File: src/logic/cfg_port_params.svh
// Constants for the two-wire serial configuration write port.
`ifndef CFG_PORT_PARAMS_SVH
`define CFG_PORT_PARAMS_SVH
`define CFG_ADDR_BITS 7
`define CFG_BYTE_BITS 8
`define CFG_BIT_MSB 3'h7
`define CFG_PTR_STEP 8'h01
`define CFG_PTR_RESET 8'h00
`define CFG_DEV_ADDR_DEFAULT 7'h55
`define CFG_MAX_RATE_KBPS 400
`endif

File: src/logic/cfg_port_pkg.sv
// Types shared by the serial configuration write port.
package cfg_port_pkg;
  typedef enum logic [2:0] {
    st_idle,
    st_addr,
    st_addr_ack,
    st_ptr,
    st_ptr_ack,
    st_data,
    st_data_ack,
    st_ignore
  } phase_e;
endpackage

File: src/logic/pin_sync.sv
// Two flip-flop synchroniser for the serial clock and data pins.
`timescale 1ns/1ps
module pin_sync #(
  parameter int WIDTH = 2
) (
  input wire logic clk_sys,
  input wire logic rst,
  input wire logic ce,
  input wire logic [WIDTH-1:0] async_in,
  output logic [WIDTH-1:0] sync_out
);
  typedef struct packed {
    logic [WIDTH-1:0] stage1;
    logic [WIDTH-1:0] stage2;
  } sync_s;
  sync_s st_ff;
  sync_s nxt_st;

  // Idle bus lines are high, so both stages start high to avoid a false start.
  always_comb
  begin
    nxt_st = st_ff;
    if (ce)
    begin
      nxt_st.stage1 = async_in;
      nxt_st.stage2 = st_ff.stage1;
    end
  end

  always_ff @(posedge clk_sys or posedge rst)
  begin
    if (rst)
      st_ff <= '{stage1: '1, stage2: '1};
    else
      st_ff <= nxt_st;
  end

  assign sync_out = st_ff.stage2;
endmodule

File: src/logic/serial_config_write_port.sv
// Two-wire serial configuration slave that writes bytes to a register file.
`timescale 1ns/1ps
`include "cfg_port_params.svh"
// Function
// Master must enable serial-port operation in stored configuration before transfers.
// Port works read and write up to 400 kbit/s. This port only writes; reads are flagged on read_request and return no data.
// Write order: start, address, direction, ack, pointer, ack, data, ack.
// Each further data byte goes to previous pointer plus one until stop.
// Data line changes only while clock is low, stable while high.
// Data falling while clock high is a start condition.
// After start the master sends address byte, pointer byte, then data.
// Data rising while clock high is a stop condition.
// Stop releases the bus; new pointer needs new start and address.
// Device acknowledges each written byte by pulling data low on ninth clock.
// In read direction the master drives the acknowledge, not the device.
// Bytes are shifted most significant bit first.
module serial_config_write_port #(
  parameter logic [6:0] DEV_ADDR = `CFG_DEV_ADDR_DEFAULT
) (
  input wire logic clk_sys,
  input wire logic rst,
  input wire logic ce,
  input wire logic port_enable,
  input wire logic serial_clock_in,
  input wire logic serial_data_line_in,
  output logic serial_data_line_out,
  output logic serial_data_line_oe_n,
  output logic wr_strobe,
  output logic [7:0] wr_addr,
  output logic [7:0] wr_data,
  output logic frame_active,
  output logic read_request
);
  // Value 0x55 for DEV_ADDR is arbitrary.
  typedef struct packed {
    cfg_port_pkg::phase_e phase;
    logic scl_prev;
    logic sda_prev;
    logic [2:0] bit_cnt;
    logic byte_full;
    logic [7:0] shift;
    logic [7:0] register_pointer;
    logic ack_drive;
    logic strobe;
    logic [7:0] wr_addr;
    logic [7:0] wr_data;
    logic rd;
  } state_s;

  state_s st_ff;
  state_s nxt_st;
  logic [1:0] pins_sync;
  logic scl;
  logic sda;
  logic scl_rise;
  logic scl_fall;
  logic start_cond;
  logic stop_cond;

  // Both pins come from the master's domain, so they are synchronised first.
  // The system clock oversamples the link far above its top bit rate.
  pin_sync #(
    .WIDTH(2)
  ) u_sync (
    .clk_sys(clk_sys),
    .rst(rst),
    .ce(ce),
    .async_in({serial_clock_in, serial_data_line_in}),
    .sync_out(pins_sync)
  );

  assign scl = pins_sync[1];
  assign sda = pins_sync[0];
  assign scl_rise = scl & ~st_ff.scl_prev;
  assign scl_fall = ~scl & st_ff.scl_prev;
  // Data edges with the clock held high frame the transfer.
  assign start_cond = scl & st_ff.scl_prev & st_ff.sda_prev & ~sda;
  assign stop_cond = scl & st_ff.scl_prev & ~st_ff.sda_prev & sda;

  // True when the upper seven bits of a byte name this device.
  function automatic logic addr_match(input logic [7:0] b);
    addr_match = (b[7:1] == DEV_ADDR);
  endfunction

  // True when a byte names this device with the write direction bit.
  function automatic logic is_write(input logic [7:0] b);
    is_write = addr_match(b) && !b[0];
  endfunction

  // True in the phases that collect eight bits from the line.
  function automatic logic byte_phase(input cfg_port_pkg::phase_e p);
    byte_phase = (p == cfg_port_pkg::st_addr) ||
                 (p == cfg_port_pkg::st_ptr) ||
                 (p == cfg_port_pkg::st_data);
  endfunction

  // Byte handling: bits sampled on clock rise, ack driven from clock fall.
  // The ack is taken and dropped on falling clock edges, so the line
  // only moves while the clock is low and no false start or stop appears.
  always_comb
  begin
    nxt_st = st_ff;
    if (ce)
    begin
      nxt_st.strobe = 1'b0;
      nxt_st.scl_prev = scl;
      nxt_st.sda_prev = sda;
      if (!port_enable)
      begin
        // A disabled port stays deaf to the bus.
        nxt_st.phase = cfg_port_pkg::st_idle;
        nxt_st.ack_drive = 1'b0;
        nxt_st.byte_full = 1'b0;
        nxt_st.rd = 1'b0;
      end
      else if (stop_cond)
      begin
        nxt_st.phase = cfg_port_pkg::st_idle;
        nxt_st.ack_drive = 1'b0;
        nxt_st.byte_full = 1'b0;
        nxt_st.rd = 1'b0;
      end
      else if (start_cond)
      begin
        // Repeated start also lands here and restarts the address phase.
        nxt_st.phase = cfg_port_pkg::st_addr;
        nxt_st.bit_cnt = 3'h0;
        nxt_st.byte_full = 1'b0;
        nxt_st.ack_drive = 1'b0;
        nxt_st.rd = 1'b0;
      end
      else
      begin
        // Shift in one bit per rising clock while a byte is still open.
        if (byte_phase(st_ff.phase) && scl_rise && !st_ff.byte_full)
        begin
          // Sampled on the rising edge, when the line is stable.
          nxt_st.shift = {st_ff.shift[6:0], sda};
          nxt_st.bit_cnt = st_ff.bit_cnt + 3'h1;
          nxt_st.byte_full = (st_ff.bit_cnt == `CFG_BIT_MSB);
        end
        case (st_ff.phase)
          cfg_port_pkg::st_addr:
          begin
            if (scl_fall && st_ff.byte_full)
            begin
              nxt_st.byte_full = 1'b0;
              if (is_write(st_ff.shift))
              begin
                nxt_st.phase = cfg_port_pkg::st_addr_ack;
                nxt_st.ack_drive = 1'b1;
              end
              else
              begin
                // Reads are only flagged; this port returns no data, and
                // another device's frame is ignored until its stop.
                nxt_st.rd = addr_match(st_ff.shift);
                nxt_st.phase = cfg_port_pkg::st_ignore;
              end
            end
          end
          cfg_port_pkg::st_ptr:
          begin
            if (scl_fall && st_ff.byte_full)
            begin
              nxt_st.byte_full = 1'b0;
              nxt_st.register_pointer = st_ff.shift;
              nxt_st.phase = cfg_port_pkg::st_ptr_ack;
              nxt_st.ack_drive = 1'b1;
            end
          end
          cfg_port_pkg::st_data:
          begin
            if (scl_fall && st_ff.byte_full)
            begin
              nxt_st.byte_full = 1'b0;
              nxt_st.strobe = 1'b1;
              nxt_st.wr_addr = st_ff.register_pointer;
              nxt_st.wr_data = st_ff.shift;
              // The pointer wraps at the top of the byte range.
              nxt_st.register_pointer = st_ff.register_pointer +
                                        `CFG_PTR_STEP;
              nxt_st.phase = cfg_port_pkg::st_data_ack;
              nxt_st.ack_drive = 1'b1;
            end
          end
          cfg_port_pkg::st_addr_ack:
          begin
            // The fall that ends the ninth clock releases the line.
            if (scl_fall)
            begin
              nxt_st.ack_drive = 1'b0;
              nxt_st.phase = cfg_port_pkg::st_ptr;
            end
          end
          cfg_port_pkg::st_ptr_ack:
          begin
            if (scl_fall)
            begin
              nxt_st.ack_drive = 1'b0;
              nxt_st.phase = cfg_port_pkg::st_data;
            end
          end
          cfg_port_pkg::st_data_ack:
          begin
            // Further bytes keep landing until a stop arrives.
            if (scl_fall)
            begin
              nxt_st.ack_drive = 1'b0;
              nxt_st.phase = cfg_port_pkg::st_data;
            end
          end
          default:
          begin
            // Idle and ignore wait for a start or a stop.
            nxt_st.ack_drive = 1'b0;
          end
        endcase
      end
    end
  end

  always_ff @(posedge clk_sys or posedge rst)
  begin
    if (rst)
    begin
      st_ff <= '0;
      st_ff.scl_prev <= 1'b1;
      st_ff.sda_prev <= 1'b1;
    end
    else
      st_ff <= nxt_st;
  end

  assign serial_data_line_out = 1'b0;
  assign serial_data_line_oe_n = ~st_ff.ack_drive;
  assign wr_strobe = st_ff.strobe;
  assign wr_addr = st_ff.wr_addr;
  assign wr_data = st_ff.wr_data;
  assign frame_active = (st_ff.phase != cfg_port_pkg::st_idle);
  assign read_request = st_ff.rd;
endmodule

File: config.mk
export PLATFORM = sky130hd
export DESIGN_NAME = serial_config_write_port
export DESIGN_NICKNAME = d
export VERILOG_FILES = /design/src/logic/cfg_port_pkg.sv /design/src/logic/pin_sync.sv /design/src/logic/serial_config_write_port.sv
export VERILOG_INCLUDE_DIRS = /design/src /design/src/logic
export SDC_FILE = /design/constraint.sdc
export NUM_CORES = 1
export LEC_CHECK = 0
export ABC_AREA = 1
export BUFFER_PORTS_ARGS = -buffer_cell sky130_fd_sc_hd__clkbuf_2
export CORE_MARGIN = 1.5
export CORE_UTILIZATION = 45
export CTS_BUF_LIST = sky130_fd_sc_hd__clkbuf_16
export DETAILED_ROUTE_END_ITERATION = 16
export PLACE_DENSITY_LB_ADDON = 0.12
export SYNTH_ARGS = -nofsm -noshare
export SYNTH_HDL_FRONTEND = slang
export SYNTH_SLANG_ARGS = --single-unit
File: constraint.sdc
create_clock -name clk_sys -period 2 [get_ports clk_sys]
set_clock_uncertainty 0.2 [all_clocks]
set_input_delay 0.3 -clock clk_sys [delete_from_list [all_inputs] [get_ports clk_sys]]
set_output_delay 0.3 -clock clk_sys [all_outputs]
set_load 0.01 [all_outputs]
# Word level (Yosys, flattened, before mapping)
# Index checks and enable logic that the tools add are counted.
[op_classes]
n_reduce_logical = 21
n_mux = 36
eq_ne = 21
add_sub_neg = 2
n_bitwise = 14
[op_table]
columns = ["cell", "count"]
rows = [
  ["17-bit 2-to-1 mux", 4],
  ["3-bit 2-to-1 mux", 9],
  ["26-bit 2-to-1 mux", 1],
  ["5-bit by 4-bit inequality test with 1-bit output (second input constant)", 4],
  ["1-bit 2-to-1 mux", 16],
  ["8-bit one-hot mux with 2 select lines", 1],
  ["3-bit one-hot mux with 5 select lines", 1],
  ["7-bit AND reduction", 2],
  ["3-bit equality test (second input constant)", 4],
  ["12-bit 2-to-1 mux", 1],
  ["6-bit AND reduction", 2],
  ["5-bit by 2-bit inequality test with 1-bit output (second input constant)", 2],
  ["9-bit 2-to-1 mux", 1],
  ["8-bit by 1-bit adder with 8-bit output (second input constant)", 1],
  ["4-bit by 1-bit inequality test with 1-bit output (second input constant)", 2],
  ["8-bit by 2-bit inequality test with 1-bit output (second input constant)", 1],
  ["4-bit AND reduction", 2],
  ["1-bit AND", 7],
  ["7-bit equality test (second input constant)", 1],
  ["1-bit inverter", 7],
  ["3-bit by 2-bit equality test with 1-bit output (second input constant)", 2],
  ["3-bit OR reduction", 2],
  ["5-bit inequality test (second input constant)", 1],
  ["5-bit AND reduction", 1],
  ["other kinds (12)", 19],
]
[totals]
reg_bits = 48
inputBits = 6
out_inout_bits = 21

# Depth between registers and ports, before layout
[logic_depth]
ltp_word = 11
mapped_depth = 10
depth_no_buf = 10

# By module
# From an unflattened synthesis, not the netlist that was laid out.
[hier_totals]
cells_unflattened = 334
hier_area_um2 = 2706.3
[by_module_without_submodules]
columns = ["mod", "area_per_inst_um2", "n_inst", "cells_each", "seq_area_each_um2"]
rows = [
  ["serial_config_write_port", 2533.7, 1, 314, 1103.6],
  ["pin_sync", 172.7, 1, 20, 105.1],
]

# Least setup slack after synthesis
# Ideal clock, no wire load.
[synth_path]
path_type = "register -> register"
startpoint = "register u_sync.st_ff, in the netlist u_sync.sync_out[0]"
endpoint = "register st_ff[34] (netlist bit)"
setup_time_ns = 0.119
t_arrival_ns = 1.318
path_stages_with_launch = 9
required_time_ns = 1.681
slack_ns = 0.363
synth_period_minus_slack_ns = 1.637
path_cell_list = "dfstp_2 -> inv_2 -> nand4_1 -> inv_2 -> nor2_4 -> nand2_4 -> buf_6 -> nand2_2 -> o21ai_2"
[synth_via]
elab_chain_cells = 4
[synth_lines]
columns = ["item", "line_no", "rtl"]
rows = [
  ["start: declaration", "pin_sync.sv:16", "sync_s st_ff;"],
  ["start signal: assignment", "pin_sync.sv:33", "st_ff <= '{stage1: '1, stage2: '1};"],
  ["start signal: assignment", "pin_sync.sv:35", "st_ff <= nxt_st;"],
  ["1-bit inverter", "serial_config_write_port.sv:77", "assign start_cond = scl & st_ff.scl_prev & st_ff.sda_prev & ~sda;"],
  ["1-bit AND", "serial_config_write_port.sv:77", ""],
  ["1-bit inverter (no line)", "--", ""],
  ["5-bit AND reduction (no line) (*)", "--", ""],
  ["end signal: assignment", "serial_config_write_port.sv:232", "st_ff <= nxt_st;"],
  ["end: declaration", "serial_config_write_port.sv:50", "state_s st_ff;"],
]
# Every way passes the cells marked *; elsewhere a longest branch is shown, timed or not.
# A chain may end at the register's enable or synchronous reset.

# Worst setup path after layout
[layout_path]
startpoint = "register u_sync.st_ff, in the netlist u_sync.sync_out[0]"
endpoint = "register st_ff, in the netlist wr_addr[4]"
[layout_via]
elab_chain_cells = 4
[layout_lines]
columns = ["item", "line_no"]
rows = [
  ["1-bit inverter", "serial_config_write_port.sv:77"],
  ["1-bit AND", "serial_config_write_port.sv:77"],
  ["1-bit inverter (no line)", "--"],
  ["6-bit AND reduction (no line) (*)", "--"],
]
# Marked as above.

==> summary.txt <==
Outcome
  – Status: finished, final reports clean

Worst setup path
  – R2R cell count: 7
  – Launching point of the worst reg2reg path: u_sync.sync_out[0]
  – Worst Setup End Kind: flop
  – Critical path data arrival time: 1.77 ns
  – Worst Setup Path Type: reg2reg
  – Crit-path max FO: 30
  – Worst Path Required: 1.97 ns
  – FF-to-FF setup slack: a little over 0.2 ns
  – CP Launch Point: u_sync.sync_out[0]
  – CP startpoint kind: flop
  – FF-to-FF End: wr_addr[4]

Clocking
  – Max Buffers Root-to-Sink: 2
  – Clock buffer count from CTS: 5
  – CTS tree: yes
  – Reg clk slew, reported paths: 0.06 ns
  – Clk Latency, worst-skew pair: 0.29 ns
  – Root buf cell: clkbuf_16
  – H-tree depth: 2
  – Postcts setup bufs: 0
  – Clock sink count: 48

Yosys
  – Post-synth top area cell: dfrtp_1
  – Avg Synthesized Cell Area: around 8.5 um2
  – Synth cell types: 32
  – Mapped Area: about 2700 um2
  – Area contributors post-synth: dfrtp_1, nand2_1, o21ai_2
  – Yosys warnings: 0
  – Sequential fraction of the synthesis area: 0.4458
  – Mapped Cells: approximately 320
  – Area share of the largest cell type after synthesis: 0.3876
  – Synth Register Bits: 48
  – Syn_nets: 327

Floorplanning
  – Core ar.: 5886 um2
  – Die footprint: about 6500 um2
  – # IOs: 27
  – Chip width: 80.62 um
  – DIE HEIGHT: 80.62 um
  – Initial Utilization: 0.4607
  – # rows: 28

Hold path
  – Hold path cells: 5
  – Hold endpoint: st_ff[24]
  – Worst hold start: ce
  – Hold/Removal Path Class: in2reg

Routing
  – Final WL: about 5.1 mm
  – Initial DRC Count: around 160
  – Pre-Repair DR Iteration Count: 4
  – Via density per instance: 4.922
  – Via count: 2018
  – Post-route DRC violation count: 0
  – Final ANT Viol Nets: 0
  – Routed WL per cell: 12.46 um

Cells and area
  – Ant diodes: 0
  – Share of cells above drive strength 1: 0.3104
  – Nets: between 300 and 400
  – Layout Cells excl Fill: 410
  – Most frequent cells in the layout: nand2_1, dfrtp_1, inv_1, clkbuf_2, nand3_1
  – Layout area overhead: 11.26%
  – Commonest non-fill, non-tap cell in the layout: nand2_1

Global routing
  – Initial antenna violation count: 0
  – Vias in the first global route: between 1.5k and 2k
  – Total GRT Usage: 0.1798
  – Grt total ovfl: 0
  – Largest net degree at the start of global routing: 31
  – First-pass GRT wire length: 8.825 mm

Power
  – Max VDD drop: between 0.5 and 0.6 mV
  – LEAKAGE: 1.524 nW
  – Pwr dens: around 940 nW/um2

STA
  – RSZ-0062 raised after global routing: no
  – Tcrit/Tclk final: 0.8980
  – Final setup fails: 0
  – Hold Slack: 0.2201 ns
  – Final TNS setup: 0 ns
  – Final hold vios: 0
  – Fmax: 556.8 MHz
  – Max-slew violation count: 0
  – Fin crit period: 1.796 ns

Placed design
  – Routability cong.: about 0.82
  – Post-DP HPWL: 3.845 mm
  – Inst Count DP: 400
  – Port bufs: 25

Flow run
  – Max_cap viols: 0
-- sequential cells by signal, indices dropped and copies added, names as in the netlist --
register and cells:
read_request 1, wr_strobe 1, u_sync.st_ff 2, st_ff 26, wr_addr 8, wr_data 8
u_sync.sync_out 2
-- cell usage after synthesis --
cell type / number
xor2_1: 2
nor2_1: 16
o21bai_1: 2
nand2_4: 4
o22ai_1: 2
inv_6: 1
dfrtp_1: 42
nor2_2: 1
inv_1: 27
conb_1: 1
nand4_1: 5
ha_1: 3
nand3_1: 23
o21ai_2: 22
inv_2: 6
nand2_2: 15
buf_4: 17
nand3_2: 4
nor4_1: 1
dfstp_2: 6
clkbuf_1: 1
inv_4: 1
buf_6: 5
a21oi_1: 7
o21ai_1: 2
a21oi_2: 1
nand2_1: 82
nor2_4: 4
o21ai_0: 11
a22oi_1: 2
nand3_4: 1
nor3_1: 1
-- power by group --
| part | switching [W] | internal (W) | leakage [nW] |
|---|---|---|---|
| Clock | 0.000344 | 0.000709 | 0.0899 |
| Combinational | 0.000406 | 0.000218 | 0.812 |
| Sequential | 0.0000931 | 0.00107 | 0.622 |
| Total | 0.000843 | 0.00200 | 1.52 |
-- area by class of cell --
cell class / count / area [um2]
clock buffer: 5 / 125.1
clock inverter: 2 / 60.06
fill: 556 / 2869
inverter: 35 / 138.9
multi-input combinational: 212 / 1185
sequential: 48 / 1209
tap: 75 / 93.84
timing repair buffer: 33 / 205.2
-- timing repair --
item | in CTS | in global routing
endpoints found under the setup margin | 0 | 1
hold buffers | 3 | 0
gates resized for setup | 0 | 1
hold endpoints to repair | 17 | 0
-- routing by layer --
metal	up-vias	GRT usage	wire (um)	part of all wire
met2	40	0.2748	2336	0.46
li1	1038	-	-	-
met5	-	0	0	0
met4	0	0.06897	98	0.019
met1	932	0.2461	2510	0.49
met3	8	0.04091	163	0.032
-- metrics by stage --
| step | power [W] | utilization | setup WS [ns] | cell area [um2] |
|---|---|---|---|---|
| after floorplan | 0.001644 | - | 0.3631 | 2711 |
| after global placement | 0.001799 | 0.4745 | 0.1295 | 2793 |
| after detailed placement | 0.001806 | 0.4745 | 0.1013 | 2793 |
| after CTS | 0.002875 | 0.5111 | 0.09264 | 3008 |
| after global routing | 0.003017 | 0.5125 | 0.06911 | 3017 |
| final | 0.002841 | 0.5125 | 0.2039 | 3017 |
-- worst max-delay path by stage --
stage | to | slack (ns) | cells past startpoint
2_1_floorplan | st_ff[34] | 0.36 | 8
3_3_place_gp | wr_addr[5] | 0.13 | 8
3_5_place_dp | wr_addr[4] | 0.10 | 8
4_1_cts | wr_addr[4] | 0.09 | 8
5_1_grt | st_ff[42] | 0.07 | 9
6_report | wr_addr[4] | 0.20 | 7
-- critical path: stages, from the launching register on --
cell and delay [ns]:
dfstp_2 0.52, inv_2 0.05, nand4_1 0.13, inv_2 0.09
nor2_4 0.26, nand2_8 0.23, nand2_1 0.13, o21ai_2 0.06
-- kinds of logic (layout without fill, tap and decap cells) --
logic type | count (synthesis) | count (layout) | share of synthesized area
flip-flops | 48 | 48 | 0.4458
AND/OR/NAND/NOR | 157 | 157 | 0.2852
adder cells (fa/ha/maj) | 3 | 3 | 0.01385
buffers and inverters | 58 | 75 | 0.1204
other | 1 | 1 | 0.001383
XOR/XNOR | 2 | 2 | 0.006462
AO/OA/AOI/OAI | 49 | 49 | 0.1269
Note: power is estimated with default switching activity, not from simulation.
